File: src/rtl/fsrm_map.vh
// Constants for the floppy status, reset and mode block.
// Included by rtl/fsrm_top.v; definitions only.
`ifndef FSRM_MAP_VH
`define FSRM_MAP_VH
// Result status byte one fields
`define FSRM_S1_END_CYL 7
`define FSRM_S1_CRC_ANY 5
`define FSRM_S1_OVERRUN 4
`define FSRM_S1_NO_SECTOR 2
`define FSRM_S1_WR_BLOCK 1
`define FSRM_S1_ID_SYNC 0
// Result status byte two fields
`define FSRM_S2_CTRL_MARK 6
`define FSRM_S2_CRC_PAY 5
`define FSRM_S2_TRK_MIS 4
`define FSRM_S2_TRK_BAD 1
`define FSRM_S2_PAY_SYNC 0
// Result status byte three fields
`define FSRM_S3_WP 6
`define FSRM_S3_ONE_HI 5
`define FSRM_S3_OUTER_TRACK_PIN 4
`define FSRM_S3_ONE_LO 3
`define FSRM_S3_SIDE 2
// Values
`define FSRM_BYTE_ZERO 8'h00
`define FSRM_BAD_TRACK 8'hff
`define FSRM_LAST_SECTOR 8'hff
// Mode encodings
`define FSRM_MODE_FIRST 2'h0
`define FSRM_MODE_SECOND 2'h1
`define FSRM_MODE_THIRD 2'h2
// Config bit positions
`define FSRM_CFG_IDENT 3
`define FSRM_CFG_MODEL 2
// Configure byte bit that turns drive polling off
`define FSRM_CFG_POLL_OFF 4
// Read masks keep unused status bits at zero
`define FSRM_S1_MASK 8'hb7
`define FSRM_S2_MASK 8'h73
// Result byte selects
`define FSRM_SEL_ONE 2'h1
`define FSRM_SEL_TWO 2'h2
`define FSRM_SEL_THREE 2'h3
// Self-clearing reset hold, in cycles
`define FSRM_SOFT_HOLD 8'h10
`endif

File: src/rtl/fsrm_top.v
// Status bytes, reset sources and operating mode of the floppy core.
// Assumes a command sequencer outside that pulses outcome events and
// strobes clear_status at command start; drive pins are asynchronous.
//
// Overview of operation
// - Byte one bit 7 set on access past last sector or missing end count.
// - Byte one bit 5 set on CRC error in identifier or data field.
// - Byte one bit 4 set when transfer service arrives too late.
// - Byte one bit 2 set when sector not found, id unreadable, bad order.
// - Byte one bit 1 set when write-protect high during a write command.
// - Byte one bit 0 set when identifier or data address mark missing.
// - Unused bits of bytes one and two always read zero.
// - Byte two bit 6 set on data mark type opposite to the command.
// - Byte two bit 5 set on CRC error in the data field.
// - Byte two bit 4 set when identifier track differs from internal track.
// - Byte two bit 1 set when that differing track is all ones.
// - Byte two bit 0 set when no data or deleted data mark found.
// - Byte three shows write-protect, track zero, side and unit selects.
// - Byte three bits 5 and 3 read one, bit 7 reads zero.
// - Pin, power-on, output and rate register resets all reset, exit power-down.
// - Any reset aborts operations and returns the core to idle.
// - Leaving reset clears configure settings and enables drive polling.
// - Pin reset keeps specify settings and sets output-register reset bit.
// - Rate reset self-clears, output reset held by host and wins.
// - Config bit 3 high picks first mode; bit 3 low, bit 2 high second.
// - First mode honours DMA enable, count and density active high.
// - Second mode ignores DMA enable, count and density active low.
// - Third mode honours DMA enable, count high, density low.
// - Status bytes delivered as data bytes in the result phase.
`timescale 1ns/1ps
`default_nettype none
`include "fsrm_map.vh"

module fsrm_top #(
	parameter [7:0] SOFT_HOLD = `FSRM_SOFT_HOLD
) (
	// Clock and reset
	input wire sys_clk,
	input wire rst_b,
	// Host register controls
	input wire out_reg_reset_wr,
	input wire out_reg_reset_val,
	input wire rate_reg_reset_wr,
	input wire dma_enable_bit,
	input wire [7:0] logical_dev0_cfg_f0,
	input wire [7:0] specify_in,
	input wire specify_wr,
	input wire [7:0] configure_in,
	input wire configure_wr,
	input wire [1:0] result_sel,
	input wire result_rd,
	// Command outcome events from the sequencer
	input wire clear_status,
	input wire write_cmd_active,
	input wire [7:0] sector_number,
	input wire sector_access,
	input wire end_count_missing,
	input wire crc_id_error,
	input wire crc_data_error,
	input wire service_late,
	input wire sector_not_found,
	input wire id_read_failed,
	input wire track_order_bad,
	input wire id_mark_missing,
	input wire data_mark_missing,
	input wire mark_type_wrong,
	input wire id_track_valid,
	input wire [7:0] id_track,
	input wire [7:0] internal_track,
	input wire transfer_count_end,
	input wire density_high,
	input wire irq_req,
	input wire dma_req,
	// Drive pins and selects
	input wire write_protect_pin,
	input wire outer_track_pin,
	input wire side_select_pin,
	input wire [1:0] unit_select_pins,
	// Outputs
	output reg [7:0] result_data,
	output reg core_reset,
	output reg power_down_exit,
	output reg out_reg_reset_bit,
	output reg polling_enabled,
	output reg [7:0] specify_params,
	output reg [7:0] configure_params,
	output reg [1:0] op_mode,
	output reg term_count_active,
	output reg density_level_out,
	output reg floppy_irq_out,
	output reg floppy_irq_oe,
	output reg floppy_dma_request,
	output reg floppy_dma_oe
);

	localparam ST_IDLE = 2'b01;
	localparam ST_RESET = 2'b10;

	reg rst_m;
	reg rst_s;
	reg [4:0] pin_m;
	reg [4:0] pin_s;
	reg [7:0] result_status_one;
	reg [7:0] result_status_two;
	reg [7:0] hold_cnt;
	reg [1:0] state;
	reg [1:0] next_mode;
	wire soft_active;
	wire wp_s;
	wire outer_track_pin_s;
	wire side_s;
	wire [1:0] unit_s;
	wire [7:0] result_status_three;

	function [1:0] mode_of;
		input [7:0] cfg;
		begin
			if (cfg[`FSRM_CFG_IDENT])
				mode_of = `FSRM_MODE_FIRST;
			else if (cfg[`FSRM_CFG_MODEL])
				mode_of = `FSRM_MODE_SECOND;
			else
				mode_of = `FSRM_MODE_THIRD;
		end
	endfunction

	// Reset release through two flops
	always @(posedge sys_clk or negedge rst_b) begin
		if (!rst_b) begin
			rst_m <= 1'b0;
			rst_s <= 1'b0;
		end else begin
			rst_m <= 1'b1;
			rst_s <= rst_m;
		end
	end

	// Drive pins are asynchronous; two flops before use
	always @(posedge sys_clk or negedge rst_s) begin
		if (!rst_s) begin
			pin_m <= 5'h00;
			pin_s <= 5'h00;
		end else begin
			pin_m <= {write_protect_pin, outer_track_pin, side_select_pin, unit_select_pins};
			pin_s <= pin_m;
		end
	end
	assign wp_s = pin_s[4];
	assign outer_track_pin_s = pin_s[3];
	assign side_s = pin_s[2];
	assign unit_s = pin_s[1:0];

	// Output-register reset wins over the rate reset
	assign soft_active = out_reg_reset_bit | (hold_cnt != `FSRM_BYTE_ZERO);

	// Reset sources and core control
	always @(posedge sys_clk or negedge rst_s) begin
		if (!rst_s) begin
			out_reg_reset_bit <= 1'b1;
			hold_cnt <= `FSRM_BYTE_ZERO;
			state <= ST_RESET;
			core_reset <= 1'b1;
			power_down_exit <= 1'b1;
			polling_enabled <= 1'b0;
			configure_params <= `FSRM_BYTE_ZERO;
		end else begin
			if (out_reg_reset_wr)
				out_reg_reset_bit <= out_reg_reset_val;
			if (rate_reg_reset_wr)
				hold_cnt <= SOFT_HOLD;
			else if (hold_cnt != `FSRM_BYTE_ZERO)
				hold_cnt <= hold_cnt - 8'h01;
			power_down_exit <= soft_active;
			core_reset <= soft_active;
			case (state)
				ST_RESET: begin
					configure_params <= `FSRM_BYTE_ZERO;
					polling_enabled <= 1'b0;
					if (!soft_active) begin
						state <= ST_IDLE;
						polling_enabled <= 1'b1;
					end
				end
				ST_IDLE: begin
					if (soft_active) begin
						state <= ST_RESET;
						polling_enabled <= 1'b0;
					end else if (configure_wr) begin
						configure_params <= configure_in;
						polling_enabled <= ~configure_in[`FSRM_CFG_POLL_OFF];
					end
				end
				default: state <= ST_RESET;
			endcase
		end
	end

	// Specify settings have no reset and survive every reset
	always @(posedge sys_clk) begin
		if (specify_wr)
			specify_params <= specify_in;
	end

	// Sticky status; a same-cycle event beats the clear
	always @(posedge sys_clk or negedge rst_s) begin
		if (!rst_s) begin
			result_status_one <= `FSRM_BYTE_ZERO;
			result_status_two <= `FSRM_BYTE_ZERO;
		end else if (core_reset) begin
			result_status_one <= `FSRM_BYTE_ZERO;
			result_status_two <= `FSRM_BYTE_ZERO;
		end else begin
			if (clear_status) begin
				result_status_one <= `FSRM_BYTE_ZERO;
				result_status_two <= `FSRM_BYTE_ZERO;
			end
			if ((sector_access && sector_number == `FSRM_LAST_SECTOR) || end_count_missing)
				result_status_one[`FSRM_S1_END_CYL] <= 1'b1;
			if (crc_id_error || crc_data_error)
				result_status_one[`FSRM_S1_CRC_ANY] <= 1'b1;
			if (service_late)
				result_status_one[`FSRM_S1_OVERRUN] <= 1'b1;
			if (sector_not_found || id_read_failed || track_order_bad)
				result_status_one[`FSRM_S1_NO_SECTOR] <= 1'b1;
			if (wp_s && write_cmd_active)
				result_status_one[`FSRM_S1_WR_BLOCK] <= 1'b1;
			if (id_mark_missing || data_mark_missing)
				result_status_one[`FSRM_S1_ID_SYNC] <= 1'b1;
			if (mark_type_wrong)
				result_status_two[`FSRM_S2_CTRL_MARK] <= 1'b1;
			if (crc_data_error)
				result_status_two[`FSRM_S2_CRC_PAY] <= 1'b1;
			if (id_track_valid && id_track != internal_track) begin
				result_status_two[`FSRM_S2_TRK_MIS] <= 1'b1;
				if (id_track == `FSRM_BAD_TRACK)
					result_status_two[`FSRM_S2_TRK_BAD] <= 1'b1;
			end
			if (data_mark_missing)
				result_status_two[`FSRM_S2_PAY_SYNC] <= 1'b1;
		end
	end

	// Live drive state, fixed bits per layout
	assign result_status_three = {1'b0, wp_s, 1'b1, outer_track_pin_s, 1'b1, side_s, unit_s};

	// Result byte out to data register; unused bits masked
	always @(posedge sys_clk or negedge rst_s) begin
		if (!rst_s)
			result_data <= `FSRM_BYTE_ZERO;
		else if (result_rd) begin
			case (result_sel)
				`FSRM_SEL_ONE: result_data <= result_status_one & `FSRM_S1_MASK;
				`FSRM_SEL_TWO: result_data <= result_status_two & `FSRM_S2_MASK;
				`FSRM_SEL_THREE: result_data <= result_status_three;
				default: result_data <= `FSRM_BYTE_ZERO;
			endcase
		end
	end

	always @* begin
		next_mode = mode_of(logical_dev0_cfg_f0);
	end

	// Mode-dependent polarity and drive of pins
	always @(posedge sys_clk or negedge rst_s) begin
		if (!rst_s) begin
			op_mode <= `FSRM_MODE_FIRST;
			term_count_active <= 1'b0;
			density_level_out <= 1'b1;
			floppy_irq_out <= 1'b0;
			floppy_irq_oe <= 1'b0;
			floppy_dma_request <= 1'b0;
			floppy_dma_oe <= 1'b0;
		end else begin
			op_mode <= next_mode;
			floppy_irq_out <= irq_req & ~core_reset;
			floppy_dma_request <= dma_req & ~core_reset;
			case (next_mode)
				`FSRM_MODE_FIRST: begin
					term_count_active <= transfer_count_end;
					density_level_out <= density_high;
					floppy_irq_oe <= dma_enable_bit;
					floppy_dma_oe <= dma_enable_bit;
				end
				`FSRM_MODE_SECOND: begin
					term_count_active <= ~transfer_count_end;
					density_level_out <= ~density_high;
					floppy_irq_oe <= 1'b1;
					floppy_dma_oe <= 1'b1;
				end
				default: begin
					term_count_active <= transfer_count_end;
					density_level_out <= ~density_high;
					floppy_irq_oe <= dma_enable_bit;
					floppy_dma_oe <= dma_enable_bit;
				end
			endcase
		end
	end

endmodule
`default_nettype wire

File: config.mk
export PLATFORM = sky130hd
export DESIGN_NAME = fsrm_top
export DESIGN_NICKNAME = d
export VERILOG_FILES = /design/src/rtl/fsrm_top.v
export VERILOG_INCLUDE_DIRS = /design/src /design/src/rtl
export SDC_FILE = /design/constraint.sdc
export NUM_CORES = 1
export LEC_CHECK = 0
export ABC_AREA = 1
export BUFFER_PORTS_ARGS = -buffer_cell sky130_fd_sc_hd__buf_2
export CORE_MARGIN = 3
export CORE_UTILIZATION = 51
export DETAILED_ROUTE_END_ITERATION = 16
export HOLD_SLACK_MARGIN = 0.08
export PLACE_DENSITY_LB_ADDON = 0.05
export SLEW_MARGIN = 25
export SYNTH_ARGS = -nofsm -noshare
export SYNTH_HDL_FRONTEND = slang
export SYNTH_SLANG_ARGS = --single-unit
File: constraint.sdc
create_clock -name sys_clk -period 3.3 [get_ports sys_clk]
set_clock_uncertainty 0.05 [all_clocks]
set_input_delay 0.66 -clock sys_clk [delete_from_list [all_inputs] [get_ports sys_clk]]
set_output_delay 0.66 -clock sys_clk [all_outputs]
set_load 0.02 [all_outputs]
==> reports/qor.txt <==
Global-route wire length before repair -> 9490 µm
Sequential Area -> 0.00172 mm²
Top-level I/O count -> 118
Via density -> 4.71
CTS root buf -> clkbuf_8
Antenna violations before repair -> 0
Worst R2R Start -> hold_cnt[0]
Total track usage -> 19.2%
TritonCTS clock tree -> built
Yosys top cell area share -> 48.6%
Routability Congestion -> 0.805
DR DRC count -> 0
Req. time, crit path -> 2590 ps
RSZ-0062 raised after global routing -> no
Clock Sinks -> 67
Dpl ws -> 1620 ps
Final setup viols -> 0
Critical path depth in cells -> 1
Max VDD drop -> 0.338 mV
Post-route ant nets -> 0
YS warnings -> 0
Largest area contributor in the netlist -> dfrtp_1
Crit-path cells -> buf_2
Post-synth EDFFs -> 8
Fillcell total -> 418
Crit path from -> power_down_exit
DIE WIDTH -> 80.5 µm
Crit path to -> power_down_exit
Met3 Resource Use GR -> 6.73%
Synth Cell Area -> 0.00283 mm²
Crit end category -> primary output
Placed standard-cell area -> 0.00345 mm²
Reg-to-reg setup timing slack -> 1630 ps
Drt total wl -> 5660 µm
Vias in the first global route -> 2154
Diode count -> 0
M1 GR Usage -> 24.1%
Setup slack after layout -> 1360 ps
PD cells -> 581 mW/mm²
Hold WC Path Type -> flip-flop to async pin
Slowest cell delay on critical path -> 690 ps
Setup bufs post-CTS -> 0
Multi-input logic area -> 948 µm²
Status -> complete, no violations
Relative slew margins -> 53.5%
1st-iter DRT viols -> 83
GR peak layer -> met2
Setup TNS -> 0 ps
Layout cells sized above 1 -> 33.9%
Clock buffer depth -> 2
Die area -> 0.00648 mm²
Via count -> 2287
Max Cap Viol -> 0
Syn Inst Count -> 293
WHS -> 269 ps
CP Data Arrival Time -> 1230 ps
Slew Viols, Final -> 0
GRT overflow -> 0
Syn avg cell area -> 9.67 µm²
Clock transition at path regs -> 70 ps
Ys flop type -> dfrtp_1
Commonest non-fill, non-tap cell in the layout -> buf_2
WL/cell -> 11.6 µm
CP delay by family, top -> flip-flops
Slowest cell on crit path -> dfstp_2
Clk_lat worst skew -> 330 ps
H-tree levels -> 3
Post-DP HPWL -> 4360 µm
Initial DRT Pass Iterations -> 4
Largest net degree at the start of global routing -> 34
Starting Density -> 54.1%
FF-to-FF End -> configure_params[2]
Die H -> 80.5 µm
Final period utilization -> 58.8%
WS Path Type -> flip-flop to primary output
Finished Core Util -> 69.8%
Synth unique cells -> 34
# nets final -> 497
Critical path launch point type -> flip-flop
Ys async rst share -> 88.1%
Worst R2R Path Depth -> 9
Buf+Inv Stages, Crit Path -> 1
GR Util met2 -> 31.3%
Mapped Nets -> 379
Fin. Hold Viols -> 0
Sequential-to-total area share from yosys stat -> 60.8%
Row count -> 26
Core ar. -> 0.00524 mm²
Post-Layout Inst Area -> 0.00365 mm²
Top post-synthesis cells by area -> dfrtp_1 (49%), nand2_1 (11%), edfxtp_1 (8.5%)
Area Growth Syn to Fin -> 29.0%
Port bufs -> 111
Fmax -> 0.515 GHz
Min Tclk post-route -> 1940 ps
CTS Buf Count -> 9
Most frequent cells in the layout -> buf_2 (111), nand2_1 (83), dfrtp_1 (54), inv_1 (33), nor2_1 (21)
Critical Path Fanout Max -> 15
Pleak -> 2.01 nW
Synth Register Bits -> 67
Worst Max-Slew Pin Slew -> 698 ps
-- power by group --
| part | switching [mW] | internal (mW) |
|---|---|---|
| logic | 0.309 | 0.177 |
| clock network | 0.302 | 0.346 |
| registers | 0.0663 | 0.925 |
| total | 0.677 | 1.45 |
-- layer usage --
layer | wire, µm | part of all wire [%] | vias up
met5 | 0 | 0 | -
met4 | 22 | 0.39 | 0
met3 | 423 | 7.5 | 2
met2 | 2790 | 49 | 65
met1 | 2430 | 43 | 1042
li1 | - | - | 1178
-- through the flow --
| stage | total power [mW] | cells |
|---|---|---|
| after global routing | 2.26 | 486 |
| after floorplan | 1.34 | 293 |
| after detailed placement | 1.50 | 469 |
| final | 2.12 | 486 |
| after CTS | 2.15 | 486 |
| after global placement | 1.48 | 469 |
-- worst reg2reg max path: stages (launching register included) --
cell and delay [ps]:
dfrtp_1 360, inv_1 140, ha_1 180, nand3_2 140
nor2_8 190, nand2_4 110, nor2_8 160, o21ai_4 100
nand2_1 80, nand2_1 50
-- synth_stat cells (2+ instances only) --
master     n
nor2_1    21
o22ai_1    2
dfrtp_1   55
nand4_1   13
ha_1       4
clkinv_1   2
edfxtp_1   8
nand3_1   11
buf_4      2
nand2_1   83
o21ai_0   10
xnor2_1    5
clkbuf_1   2
nor4_1     2
nor3_1     3
a21oi_1   14
dfstp_2    4
nand2_4    2
nor2_8     2
xor2_1     2
inv_1     33
-- what timing repair did --
action | in CTS | in global routing
endpoints found under the hold margin | 2 | 0
resized for setup | 0 | 0
hold buffers | 1 | 0
-- sequential cells by signal, indices dropped and copies added (netlist names), 2 cells and up --
| signal | flops |
|---|---|
| specify_params | 8 |
| result_status_one | 6 |
| op_mode | 2 |
| state | 2 |
| hold_cnt | 8 |
| result_data | 8 |
| pin_s | 5 |
| pin_m | 5 |
| result_status_two | 5 |
| configure_params | 8 |
-- cell families after synthesis --
kind of cell / count (synthesis) / share of synthesized area (%)
and+or+nand+nor: 141 / 23.0
DFF: 67 / 60.8
buffers and inverters: 41 / 5.74
AOI/OAI and AO/OA: 32 / 6.45
xor gates and xnor gates: 7 / 2.16
adders and majority gates: 4 / 1.77
other: 1 / 0.132
-- cell type report --
cell class	count	area share, %
clock buffers	9	3.39
repair buffers	113	15.7
well taps	70	2.40
multi-input cells	185	25.9
inverters	35	3.59
clock inverters	7	1.85
flip-flops and latches	67	47.1
-- worst min path at each step --
stage,slack [ps],endpoint
6_report,270,floppy_irq_out
5_1_grt,310,pin_s[3]
4_1_cts,300,pin_s[3]
3_5_place_dp,280,pin_s[3]
3_3_place_gp,280,pin_s[3]
2_1_floorplan,280,pin_s[0]
Power figures use the tool's default switching activity.
